$ cat config.mk
export PLATFORM = sky130hd
export DESIGN_NAME = ecs_snapshot_bank
export DESIGN_NICKNAME = d
export VERILOG_FILES = /design/src/ecs_pkg.sv /design/src/ecs_esr_calc.sv /design/src/ecs_reg_read.sv /design/src/ecs_snapshot_bank.sv
export VERILOG_INCLUDE_DIRS = /design/src
export SDC_FILE = /design/constraint.sdc
export NUM_CORES = 2
export LEC_CHECK = 0
export BUFFER_PORTS_ARGS = -buffer_cell sky130_fd_sc_hd__buf_2
export CAP_MARGIN = 40
export CORE_MARGIN = 3
export CORE_UTILIZATION = 30
export CTS_CLUSTER_DIAMETER = 80
export CTS_CLUSTER_SIZE = 25
export DETAILED_ROUTE_END_ITERATION = 10
export GPL_TIMING_DRIVEN = 0
export REMOVE_ABC_BUFFERS = 1
export SLEW_MARGIN = 10
export SYNTH_ARGS = -nofsm -noshare
export SYNTH_HDL_FRONTEND = slang
export SYNTH_SLANG_ARGS = --single-unit
export TNS_END_PERCENT = 100
$ cat constraint.sdc
create_clock -name i_clk -period 23.4 [get_ports i_clk]
set_input_delay 4.68 -clock i_clk [delete_from_list [all_inputs] [get_ports i_clk]]
set_output_delay 4.68 -clock i_clk [all_outputs]
set_load 0.005 [all_outputs]
$ cat src/ecs_defines.svh
// constants for the capacitance/ESR snapshot bank
`ifndef ECS_DEFINES_SVH
`define ECS_DEFINES_SVH

// command codes of the snapshot words
`define ECS_CODE_CAP_CELL1 8'h34
`define ECS_CODE_CAP_CELL2 8'h35
`define ECS_CODE_CAP_CELL3 8'h36
`define ECS_CODE_CAP_CELL4 8'h37
`define ECS_CODE_BASE_CELL1 8'h38
`define ECS_CODE_BASE_CELL2 8'h39
`define ECS_CODE_BASE_CELL3 8'h3a
`define ECS_CODE_BASE_CELL4 8'h3b
`define ECS_CODE_ON1_CELL1 8'h3c
`define ECS_CODE_ON1_CELL2 8'h3d
`define ECS_CODE_ON1_CELL3 8'h3e
`define ECS_CODE_ON1_CELL4 8'h3f
`define ECS_CODE_ON1_CURRENT 8'h40
`define ECS_CODE_ON2_CELL1 8'h41
`define ECS_CODE_ON2_CELL2 8'h42
`define ECS_CODE_ON2_CELL3 8'h43
`define ECS_CODE_ON2_CELL4 8'h44
`define ECS_CODE_ON2_CURRENT 8'h45
`define ECS_CODE_OFF_CELL1 8'h46
`define ECS_CODE_OFF_CELL2 8'h47
`define ECS_CODE_OFF_CELL3 8'h48
`define ECS_CODE_OFF_CELL4 8'h49
`define ECS_CODE_OFF_CURRENT 8'h4a

// sample slot of the charge current within a set
`define ECS_SLOT_CURRENT 3'h4
// value of every snapshot word after reset
`define ECS_RESET_WORD 16'h0000
// 64 * 182.8uV / 1.955uV: cell lsb over current lsb, in rsns/64 units
`define ECS_ESR_SCALE 13'h1760
// esr answer when the current step is zero or the quotient overflows
`define ECS_ESR_SAT 16'hffff

`endif

$ cat src/ecs_pkg.sv
// types shared by the snapshot bank and its helpers
package ecs_pkg;

  // which measurement a sample belongs to
  typedef enum logic [2:0] {
    ECS_PH_CAP,
    ECS_PH_BASE,
    ECS_PH_ON1,
    ECS_PH_ON2,
    ECS_PH_OFF
  } ecs_phase_t;

  // one sample from the measurement engine
  typedef struct packed {
    logic valid;
    ecs_phase_t phase;
    logic [2:0] slot;
    logic [15:0] data;
  } ecs_sample_t;

  // one register command from the serial port
  typedef struct packed {
    logic rd;
    logic wr;
    logic [7:0] code;
  } ecs_host_req_t;

  // answer to a register command
  typedef struct packed {
    logic valid;
    logic hit;
    logic wr_nak;
    logic [15:0] data;
  } ecs_host_ans_t;

endpackage : ecs_pkg

$ cat src/ecs_esr_calc.sv
// sequential divider turning the voltage step and current step into esr
`timescale 1ns/1ps
`include "ecs_defines.svh"
module ecs_esr_calc #(
  parameter int NUM_W = 32,
  parameter int DIV_W = 18,
  parameter int RES_W = 16
) (
  input wire logic i_clk,
  input wire logic i_reset,
  input wire logic i_start,
  input wire logic [NUM_W-1:0] i_num,
  input wire logic [DIV_W-1:0] i_div,
  output logic [RES_W-1:0] o_result,
  output logic o_done,
  output logic o_busy
);
  import ecs_pkg::*;
  localparam int CNT_W = $clog2(NUM_W + 1);

  logic [NUM_W-1:0] quot_q;
  logic [DIV_W:0] rem_q;
  logic [DIV_W-1:0] div_q;
  logic [NUM_W-1:0] num_q;
  logic [CNT_W-1:0] cnt_q;
  logic [DIV_W:0] rem_sh;
  logic take;
  logic last;
  logic [RES_W-1:0] res_fin;

  // one restoring step per clock, msb first
  assign rem_sh = {rem_q[DIV_W-1:0], quot_q[NUM_W-1]};
  assign take = rem_sh >= {1'b0, div_q};
  assign last = o_busy && (cnt_q == CNT_W'(1));
  // a zero current step or a huge quotient saturates
  assign res_fin = ((div_q == '0) || (quot_q[NUM_W-2:0] >> (RES_W - 1)) != '0) ?
                   `ECS_ESR_SAT : {quot_q[RES_W-2:0], take};

  // restarting on a new start drops any calculation in flight
  always_ff @(posedge i_clk or posedge i_reset) begin
    if (i_reset) begin
      quot_q <= '0;
      rem_q <= '0;
      div_q <= '0;
      num_q <= '0;
      cnt_q <= '0;
      o_busy <= 1'b0;
      o_done <= 1'b0;
      o_result <= '0;
    end else if (i_start) begin
      quot_q <= i_num;
      num_q <= i_num;
      rem_q <= '0;
      div_q <= i_div;
      cnt_q <= CNT_W'(NUM_W);
      o_busy <= 1'b1;
      o_done <= 1'b0;
    end else begin
      o_done <= last;
      if (o_busy) begin
        quot_q <= {quot_q[NUM_W-2:0], take};
        rem_q <= take ? rem_sh - {1'b0, div_q} : rem_sh;
        cnt_q <= cnt_q - CNT_W'(1);
        o_busy <= !last;
      end
      if (last) begin
        o_result <= res_fin; // lsb is rsns/64 [RQ11]
      end
    end
  end

  // quotient stays within one lsb below the true value
  a_esr_quotient_exact: assert property (@(posedge i_clk) disable iff (i_reset) // [RQ11]
    o_done && div_q != '0 && o_result != `ECS_ESR_SAT |->
      (48'(o_result) * 48'(div_q) <= 48'(num_q)) &&
      (48'(num_q) < 48'(o_result + 17'h1) * 48'(div_q)))
    else $error("esr quotient out of range");

  // cycles since the last start, saturating so that it never wraps back onto 32
  logic [5:0] start_age_q;

  always_ff @(posedge i_clk or posedge i_reset) begin
    if (i_reset) begin
      start_age_q <= 6'h3f;
    end else if (i_start) begin
      start_age_q <= 6'h00;
    end else if (start_age_q != 6'h3f) begin
      start_age_q <= start_age_q + 6'h01;
    end
  end

  // a start finishes in exactly the number of numerator bits
  a_esr_calc_time: assert property (@(posedge i_clk) disable iff (i_reset) // [RQ10]
    start_age_q == 6'h20 |-> o_done)
    else $error("esr calculation late");
endmodule : ecs_esr_calc

$ cat src/ecs_reg_read.sv
// command code decode and word select for host reads
`timescale 1ns/1ps
`include "ecs_defines.svh"
module ecs_reg_read #(
  parameter int WORDS = 23,
  parameter int WORD_W = 16
) (
  input wire logic [WORDS-1:0][WORD_W-1:0] i_bank,
  input wire logic [7:0] i_code,
  output logic o_hit,
  output logic [WORD_W-1:0] o_data
);
  import ecs_pkg::*;

  logic [7:0] offs;

  // codes outside the bank answer zero
  assign offs = i_code - `ECS_CODE_CAP_CELL1;
  assign o_hit = (i_code >= `ECS_CODE_CAP_CELL1) && (i_code <= `ECS_CODE_OFF_CURRENT);
  assign o_data = o_hit ? i_bank[offs[4:0]] : '0;
endmodule : ecs_reg_read

$ cat src/ecs_snapshot_bank.sv
// capacitance and esr snapshot word bank with esr computation
`timescale 1ns/1ps
`include "ecs_defines.svh"

// Overview of operation
// RQ1: a capacitance measurement stores the voltage change of cells two to four as 16-bit words.
// RQ2: the cell-one voltage change is stored in the word just below the cell-two word.
// RQ3: before the test current turns on, each cell voltage is kept as a baseline word.
// RQ4: with the test current on, a first sample of each cell voltage is stored.
// RQ5: with that first set, one charge current reading is stored.
// RQ6: still under test current, a second sample of each cell voltage is stored.
// RQ7: with that second set, a second charge current reading is stored.
// RQ8: after the current is off, each cell voltage is sampled once more and stored.
// RQ9: with the current off, a last charge current reading closes the set.
// RQ10: the stack esr is computed from the baseline, current-on and current-off words.
// RQ11: the esr result has one lsb equal to the charge sense resistance over sixty-four.
// RQ12: words keep their value across host reads, and host writes change nothing.
module ecs_snapshot_bank #(
  parameter int WORD_W = 16,
  parameter int NUM_W = 32,
  parameter int DIV_W = 18
) (
  input wire logic i_clk,
  input wire logic i_reset,
  input wire ecs_pkg::ecs_sample_t i_sample,
  input wire ecs_pkg::ecs_host_req_t i_host,
  output ecs_pkg::ecs_host_ans_t o_host,
  output logic [WORD_W-1:0] o_esr_result,
  output logic o_esr_valid,
  output logic o_esr_busy,
  output logic o_esr_done
);
  import ecs_pkg::*;
  localparam int WORDS = int'(`ECS_CODE_OFF_CURRENT - `ECS_CODE_CAP_CELL1) + 1;
  localparam int STEP_W = WORD_W + 4;

  // command code of a sample's home word
  function automatic logic [7:0] slot_code(ecs_phase_t ph, logic [2:0] slot);
    logic [7:0] first;
    first = `ECS_CODE_CAP_CELL1;
    unique case (ph)
      ECS_PH_CAP: first = `ECS_CODE_CAP_CELL1;
      ECS_PH_BASE: first = `ECS_CODE_BASE_CELL1;
      ECS_PH_ON1: first = `ECS_CODE_ON1_CELL1;
      ECS_PH_ON2: first = `ECS_CODE_ON2_CELL1;
      ECS_PH_OFF: first = `ECS_CODE_OFF_CELL1;
      default: first = `ECS_CODE_CAP_CELL1;
    endcase
    return first + {5'h0, slot};
  endfunction : slot_code

  // a current slot exists only in the three current-bearing sets
  function automatic logic slot_ok(ecs_phase_t ph, logic [2:0] slot);
    logic ok;
    ok = 1'b0;
    unique case (ph)
      ECS_PH_CAP, ECS_PH_BASE: ok = slot < `ECS_SLOT_CURRENT;
      ECS_PH_ON1, ECS_PH_ON2, ECS_PH_OFF: ok = slot <= `ECS_SLOT_CURRENT;
      default: ok = 1'b0;
    endcase
    return ok;
  endfunction : slot_ok

  // word index of a command code
  function automatic logic [4:0] code_idx(logic [7:0] code);
    logic [7:0] offs;
    offs = code - `ECS_CODE_CAP_CELL1;
    return offs[4:0];
  endfunction : code_idx

  // signed difference of two unsigned words, widened for summing
  function automatic logic signed [STEP_W-1:0] step(logic [WORD_W-1:0] a,
                                                     logic [WORD_W-1:0] b);
    logic signed [STEP_W-1:0] d;
    d = $signed(STEP_W'(a)) - $signed(STEP_W'(b));
    return d;
  endfunction : step

  logic [WORDS-1:0][WORD_W-1:0] bank_q;
  logic wr_en;
  logic [7:0] wr_code;
  logic [4:0] wr_idx;
  logic off_current;
  logic start_q;
  logic rd_hit;
  logic [WORD_W-1:0] rd_data;

  // sample steering into the bank
  assign wr_code = slot_code(i_sample.phase, i_sample.slot);
  assign wr_idx = code_idx(wr_code);
  assign wr_en = i_sample.valid && slot_ok(i_sample.phase, i_sample.slot);
  // the off-set current is always the last word of an esr sequence
  assign off_current = wr_en && i_sample.phase == ECS_PH_OFF &&
                       i_sample.slot == `ECS_SLOT_CURRENT; // [RQ9]

  // snapshot storage; only the engine writes, never the host
  always_ff @(posedge i_clk or posedge i_reset) begin
    if (i_reset) begin
      bank_q <= {WORDS{`ECS_RESET_WORD}};
    end else if (wr_en) begin
      bank_q[wr_idx] <= i_sample.data; // [RQ1] [RQ2] [RQ3] [RQ4] [RQ5] [RQ6] [RQ7] [RQ8] [RQ12]
    end
  end

  // host read decode
  ecs_reg_read #(
    .WORDS(WORDS),
    .WORD_W(WORD_W)
  ) u_read (
    .i_bank(bank_q),
    .i_code(i_host.code),
    .o_hit(rd_hit),
    .o_data(rd_data)
  );

  // answer one cycle after the command; writes are refused and flagged
  always_ff @(posedge i_clk or posedge i_reset) begin
    if (i_reset) begin
      o_host <= '0;
    end else begin
      o_host.valid <= i_host.rd || i_host.wr;
      o_host.hit <= (i_host.rd || i_host.wr) && rd_hit;
      o_host.wr_nak <= i_host.wr; // [RQ12]
      o_host.data <= i_host.rd ? rd_data : '0;
    end
  end

  // turn-on step, turn-off step and current steps for the stack
  logic signed [STEP_W-1:0] v_on;
  logic signed [STEP_W-1:0] v_off;
  logic signed [STEP_W-1:0] v_sum;
  logic signed [STEP_W-1:0] i_sum;
  logic [NUM_W-1:0] esr_num;
  logic [DIV_W-1:0] esr_div;
  logic [NUM_W+12:0] num_full;

  // both edges of the current pulse see the same esr, so summing them
  // halves noise; the drift between the samples cancels to first order
  assign v_on = step(bank_q[code_idx(`ECS_CODE_ON1_CELL1)],
                     bank_q[code_idx(`ECS_CODE_BASE_CELL1)]) +
                step(bank_q[code_idx(`ECS_CODE_ON1_CELL2)],
                     bank_q[code_idx(`ECS_CODE_BASE_CELL2)]) +
                step(bank_q[code_idx(`ECS_CODE_ON1_CELL3)],
                     bank_q[code_idx(`ECS_CODE_BASE_CELL3)]) +
                step(bank_q[code_idx(`ECS_CODE_ON1_CELL4)],
                     bank_q[code_idx(`ECS_CODE_BASE_CELL4)]); // [RQ10]
  assign v_off = step(bank_q[code_idx(`ECS_CODE_ON2_CELL1)],
                      bank_q[code_idx(`ECS_CODE_OFF_CELL1)]) +
                 step(bank_q[code_idx(`ECS_CODE_ON2_CELL2)],
                      bank_q[code_idx(`ECS_CODE_OFF_CELL2)]) +
                 step(bank_q[code_idx(`ECS_CODE_ON2_CELL3)],
                      bank_q[code_idx(`ECS_CODE_OFF_CELL3)]) +
                 step(bank_q[code_idx(`ECS_CODE_ON2_CELL4)],
                      bank_q[code_idx(`ECS_CODE_OFF_CELL4)]); // [RQ10]
  assign v_sum = v_on + v_off;
  assign i_sum = step(bank_q[code_idx(`ECS_CODE_ON1_CURRENT)],
                      bank_q[code_idx(`ECS_CODE_OFF_CURRENT)]) +
                 step(bank_q[code_idx(`ECS_CODE_ON2_CURRENT)],
                      bank_q[code_idx(`ECS_CODE_OFF_CURRENT)]); // [RQ10]
  // negative steps mean a bad measurement; they clamp to zero
  assign num_full = v_sum[STEP_W-1] ? '0 :
                    (NUM_W+13)'(v_sum) * (NUM_W+13)'(`ECS_ESR_SCALE); // [RQ11]
  assign esr_num = (num_full[NUM_W+12:NUM_W] != '0) ? '1 : num_full[NUM_W-1:0];
  assign esr_div = i_sum[STEP_W-1] ? '0 : DIV_W'(i_sum);

  // start one cycle late so the divider sees the final off-current word
  always_ff @(posedge i_clk or posedge i_reset) begin
    if (i_reset) begin
      start_q <= 1'b0;
    end else begin
      start_q <= off_current; // [RQ9] [RQ10]
    end
  end

  logic [WORD_W-1:0] calc_res;
  logic calc_done;
  logic calc_busy;

  ecs_esr_calc #(
    .NUM_W(NUM_W),
    .DIV_W(DIV_W),
    .RES_W(WORD_W)
  ) u_calc (
    .i_clk(i_clk),
    .i_reset(i_reset),
    .i_start(start_q),
    .i_num(esr_num),
    .i_div(esr_div),
    .o_result(calc_res),
    .o_done(calc_done),
    .o_busy(calc_busy)
  );

  // result outputs held in their own flops
  always_ff @(posedge i_clk or posedge i_reset) begin
    if (i_reset) begin
      o_esr_result <= '0;
      o_esr_valid <= 1'b0;
      o_esr_busy <= 1'b0;
      o_esr_done <= 1'b0;
    end else begin
      o_esr_busy <= calc_busy || start_q;
      o_esr_done <= calc_done;
      if (calc_done) begin
        o_esr_result <= calc_res; // [RQ10] [RQ11]
        o_esr_valid <= 1'b1;
      end
    end
  end

  // cap-set words take the sample of their cell
  a_cap_word_store: assert property (@(posedge i_clk) disable iff (i_reset) // [RQ1]
    wr_en && i_sample.phase == ECS_PH_CAP && i_sample.slot != 3'h0 |=>
      bank_q[code_idx($past(wr_code))] == $past(i_sample.data))
    else $error("cap delta word not stored");

  a_cap_cell1_word: assert property (@(posedge i_clk) disable iff (i_reset) // [RQ2]
    wr_en && i_sample.phase == ECS_PH_CAP && i_sample.slot == 3'h0 |=>
      bank_q[code_idx(`ECS_CODE_CAP_CELL2) - 5'h1] == $past(i_sample.data))
    else $error("cell one delta not below cell two");

  a_base_word_store: assert property (@(posedge i_clk) disable iff (i_reset) // [RQ3]
    wr_en && i_sample.phase == ECS_PH_BASE |=>
      bank_q[code_idx(`ECS_CODE_BASE_CELL1) + 5'($past(i_sample.slot))] ==
      $past(i_sample.data))
    else $error("baseline word not stored");

  a_on1_cell_store: assert property (@(posedge i_clk) disable iff (i_reset) // [RQ4]
    wr_en && i_sample.phase == ECS_PH_ON1 && i_sample.slot < 3'h4 |=>
      bank_q[code_idx(`ECS_CODE_ON1_CELL1) + 5'($past(i_sample.slot))] ==
      $past(i_sample.data))
    else $error("first on-sample not stored");

  a_on1_current_store: assert property (@(posedge i_clk) disable iff (i_reset) // [RQ5]
    wr_en && i_sample.phase == ECS_PH_ON1 && i_sample.slot == 3'h4 |=>
      bank_q[code_idx(`ECS_CODE_ON1_CURRENT)] == $past(i_sample.data))
    else $error("first current not stored");

  a_on2_cell_store: assert property (@(posedge i_clk) disable iff (i_reset) // [RQ6]
    wr_en && i_sample.phase == ECS_PH_ON2 && i_sample.slot < 3'h4 |=>
      bank_q[code_idx(`ECS_CODE_ON2_CELL1) + 5'($past(i_sample.slot))] ==
      $past(i_sample.data))
    else $error("second on-sample not stored");

  a_on2_current_store: assert property (@(posedge i_clk) disable iff (i_reset) // [RQ7]
    wr_en && i_sample.phase == ECS_PH_ON2 && i_sample.slot == 3'h4 |=>
      bank_q[code_idx(`ECS_CODE_ON2_CURRENT)] == $past(i_sample.data))
    else $error("second current not stored");

  a_off_cell_store: assert property (@(posedge i_clk) disable iff (i_reset) // [RQ8]
    wr_en && i_sample.phase == ECS_PH_OFF && i_sample.slot < 3'h4 |=>
      bank_q[code_idx(`ECS_CODE_OFF_CELL1) + 5'($past(i_sample.slot))] ==
      $past(i_sample.data))
    else $error("off sample not stored");

  a_off_current_start: assert property (@(posedge i_clk) disable iff (i_reset) // [RQ9]
    off_current |=> bank_q[code_idx(`ECS_CODE_OFF_CURRENT)] == $past(i_sample.data)
      ##1 o_esr_busy)
    else $error("off current did not start esr");

  // cycles since the divider was started; saturates so a stale count never matches
  logic [5:0] esr_age_q;

  always_ff @(posedge i_clk or posedge i_reset) begin
    if (i_reset) begin
      esr_age_q <= 6'h3f;
    end else if (start_q) begin
      esr_age_q <= 6'h00;
    end else if (esr_age_q != 6'h3f) begin
      esr_age_q <= esr_age_q + 6'h01;
    end
  end

  a_esr_result_due: assert property (@(posedge i_clk) disable iff (i_reset) // [RQ10]
    esr_age_q == 6'h21 |-> o_esr_done && o_esr_valid)
    else $error("esr result missing");

  a_esr_valid_hold: assert property (@(posedge i_clk) disable iff (i_reset) // [RQ10]
    o_esr_valid |=> o_esr_valid)
    else $error("esr valid dropped");

  a_write_refused: assert property (@(posedge i_clk) disable iff (i_reset) // [RQ12]
    i_host.wr && !i_host.rd |=> o_host.valid && o_host.wr_nak &&
      o_host.data == '0)
    else $error("host write not refused");

  a_answer_idle: assert property (@(posedge i_clk) disable iff (i_reset) // [RQ12]
    !i_host.rd && !i_host.wr |=> !o_host.valid && !o_host.wr_nak)
    else $error("answer without a request");

  a_miss_reads_zero: assert property (@(posedge i_clk) disable iff (i_reset) // [RQ12]
    i_host.rd && !rd_hit |=> o_host.valid && !o_host.hit && o_host.data == '0)
    else $error("unmapped read not zero");

  a_host_no_effect: assert property (@(posedge i_clk) disable iff (i_reset) // [RQ12]
    !wr_en |=> bank_q == $past(bank_q))
    else $error("word changed without a sample");

  a_read_answer: assert property (@(posedge i_clk) disable iff (i_reset) // [RQ12]
    i_host.rd && rd_hit |=> o_host.valid && o_host.hit &&
      o_host.data == $past(bank_q[code_idx(i_host.code)]))
    else $error("read answer wrong");
endmodule : ecs_snapshot_bank

==> results.md <==
* FF+latch area at 0.01247 mm^2
* Met2 routed WL at 45740 um
* Largest net degree at the start of global routing at 112
* Seq/Total Area, Yosys at 32.60%
* Tmin final at 11.82 ns
* Ranking of synthesized cells by area: dfrtp_1 33%, mux2_2 10%, ha_1 9.8%, fa_1 9.7%, mux4_2 5.7%
* DP HPWL at 77370 um
* Routed vias/inst at 5.013
* Cell taking the most area after synthesis: dfrtp_1
* Crit end category: flop
* Max FO, Critical Path at 7
* Total grt overflow at 0
* Port bufs at 72
* Flops & latches, synth at 498
* Pins over their slew limit at 0
* Clock buffer count from CTS at 36
* Avg Cell Area, Syn at 10.48 um^2
* Area of the multi-input gates at 0.02344 mm^2
* Post-CTS Setup Bufs at 0
* Starting Density at 30.32%
* Number of antenna violations at the first check in global routing at 3
* Family with the most delay on the worst path: adder cells
* Layout cells sized above 1 at 18.49%
* Outcome: finished clean
* Worst-margin pin slew at 0.9149 ns
* Wire length on met3 at 4053 um
* Max incr delay on CP at 0.55 ns
* Router iterations before antenna repair at 5
* Die height at 363.0 um
* CTS tree: done
* Top sig layer: met5
* RSZ-0062 raised after global routing: no
* Post-synth EDFFs at 0
* GR Util All Layers at 14.99%
* Setup crit start kind: flop
* Count leader, synth: dfrtp_1
* Clk_skew at 0.05804 ns
* Ports at 73
* Post-route cell area at 0.04207 mm^2
* Clk buf depth at 3
* Critical path arrival at 12.24 ns
* GPL Wtd Cong at 0.8664
* # Max-Cap Violations at 0
* M1 WL at 46120 um
* Number of nets with antenna violations after routing at 0
* DR vias at 26740
* Filler instances at 12651
* Fin crit share at 50.50%
* Ys flop type: dfrtp_1
* Area grow syn2layout at 10.05%
* Worst path most repeated cell: fa_1
* Sink Count at 498
* Drt total wl at 98820 um
* Final hold viol count at 0
* Clk_lat worst skew at 0.63 ns
* Placeable Area at 0.1261 mm^2
* Synth Instances at 3646
* Rows at 130
* Area share of the largest cell type after synthesis at 32.60%
* Netlist Area Pre-Place at 0.03823 mm^2
* Vias in the first global route at 26549
* Die width at 363.0 um
* Slew HR at 39.01%
* Avg WL per Cell at 18.53 um
* WP buf/inv at 5
* Ys Warns at 0
* Crit Path Class: flop to flop
* Library cells used by synthesis at 89
* Fmax achieved at 84.62 MHz
* Die area at 0.1317 mm^2
* Commonest cells post-synth: 498 x dfrtp_1, 485 x inv_1, 344 x mux2_2
* CTS Root Cell: clkbuf_16
* Crit path required time at 23.82 ns
* # hold bufs at CTS at 0
* Post-route DRC at 0
* # resized after CTS at 0
* Nets at 4177
* Worst-path clk slew at 0.09 ns
* FFs w/ async S/R, synth at 100.0%
* 1st-iter DRT viols at 1805
* DP Area at 0.04079 mm^2
* First-pass GRT wire length at 155400 um
* # setup viols final at 0
* H-tree Lvls at 2
* Hold WC Path Type: flop to flop
* Critical-path cell with the highest stage delay: fa_1
## area by class of cell
| cell class | instances | share of cell area [%] |
|---|---|---|
| antenna | 1 | 0.005949 |
| sequential | 498 | 29.64 |
| clock buffer | 38 | 2.183 |
| inverter | 489 | 4.381 |
| timing repair buffer | 105 | 2.353 |
| multi-input combinational | 2527 | 55.72 |
| tap | 1650 | 4.908 |
| clock inverter | 26 | 0.8061 |
## logic make-up after synthesis
logic type / count (synthesis) / synth area share (%)
AO/OA/AOI/OAI: 594 / 10.27
XOR/XNOR: 207 / 4.851
adder cells (fa/ha/maj): 485 / 19.53
buffers and inverters: 621 / 6.291
flip-flops: 498 / 32.60
multiplexers: 498 / 17.32
AND/OR/NAND/NOR: 743 / 9.136
## path summary, 6_finish.rpt
kind	start	slack [ns]	to	cells after the start
setup / recovery	bank_q[64]	11.58	u_calc.quot_q[28]	40
hold / removal	o_esr_valid	0.48	o_esr_valid	1
setup reg to reg	bank_q[64]	11.58	u_calc.quot_q[28]	40
hold reg to reg	o_esr_valid	0.48	o_esr_valid	1
max in group asynchronous	i_reset	17.71	u_calc.quot_q[18]	4
min in group asynchronous	i_reset	4.15	bank_q[21]	2
## placed cells by master, fill, tap and decap left out, types with 35 or more instances in the layout
cell,instances
clkbuf_16,36
or3_1,43
inv_1,484
nor3_1,66
o22ai_1,37
nor2_1,181
dfrtp_1,496
ha_1,299
xor2_1,69
a21o_1,35
mux2_2,344
o21a_1,39
mux4_2,96
mux2i_1,55
o21ai_0,118
a21oi_1,152
nand2_1,223
buf_2,70
fa_1,186
nand3_1,68
xnor2_1,133
a211oi_1,38
## layer usage
layer	vias up	track usage [%]
met5	-	0
met4	2	4.490
met3	120	1.921
met2	535	23.89
met1	13426	21.25
li1	12657	-
## stage by stage
| stage | std cells | utilization, % | setup TNS, ns | setup slack (ns) | hold slack [ns] |
|---|---|---|---|---|---|
| floorplan | 3514 | - | 0 | 4.817 | 0.4600 |
| global placement | 5236 | 31.80 | -777.15 | -1.654 | 0.4500 |
| CTS | 5332 | 33.35 | 0 | 11.57 | 0.4932 |
| global route | 5334 | 33.37 | 0 | 10.86 | 0.5232 |
| finish | 5334 | 33.37 | 0 | 11.58 | 0.4767 |
| detailed placement | 5268 | 32.35 | 0 | 11.66 | 0.4692 |
## worst reg2reg max path, delay by kind of cell, from the launching register on
kind | cells | cell delay [ns]
xor gates and xnor gates | 2 | 0.54
adders and majority gates | 12 | 5.45
DFF | 1 | 0.41
buffers and inverters | 5 | 0.41
AOI/OAI and AO/OA | 15 | 3.22
and+or+nand+nor | 6 | 1.60
## sequential cells by signal (all words and copies together), names as in the netlist
signal / count
bank_q: 368
o_esr_busy: 1
o_esr_done: 1
o_esr_result: 16
o_esr_valid: 1
o_host: 19
start_q: 1
u_calc.cnt_q: 6
u_calc.div_q: 17
u_calc.o_busy: 1
u_calc.o_done: 1
u_calc.o_result: 16
u_calc.quot_q: 32
u_calc.rem_q: 18
Power is left out: the tool's default activity adds up to more than one toggle a clock period on the data nets, which glitch-free logic cannot reach.
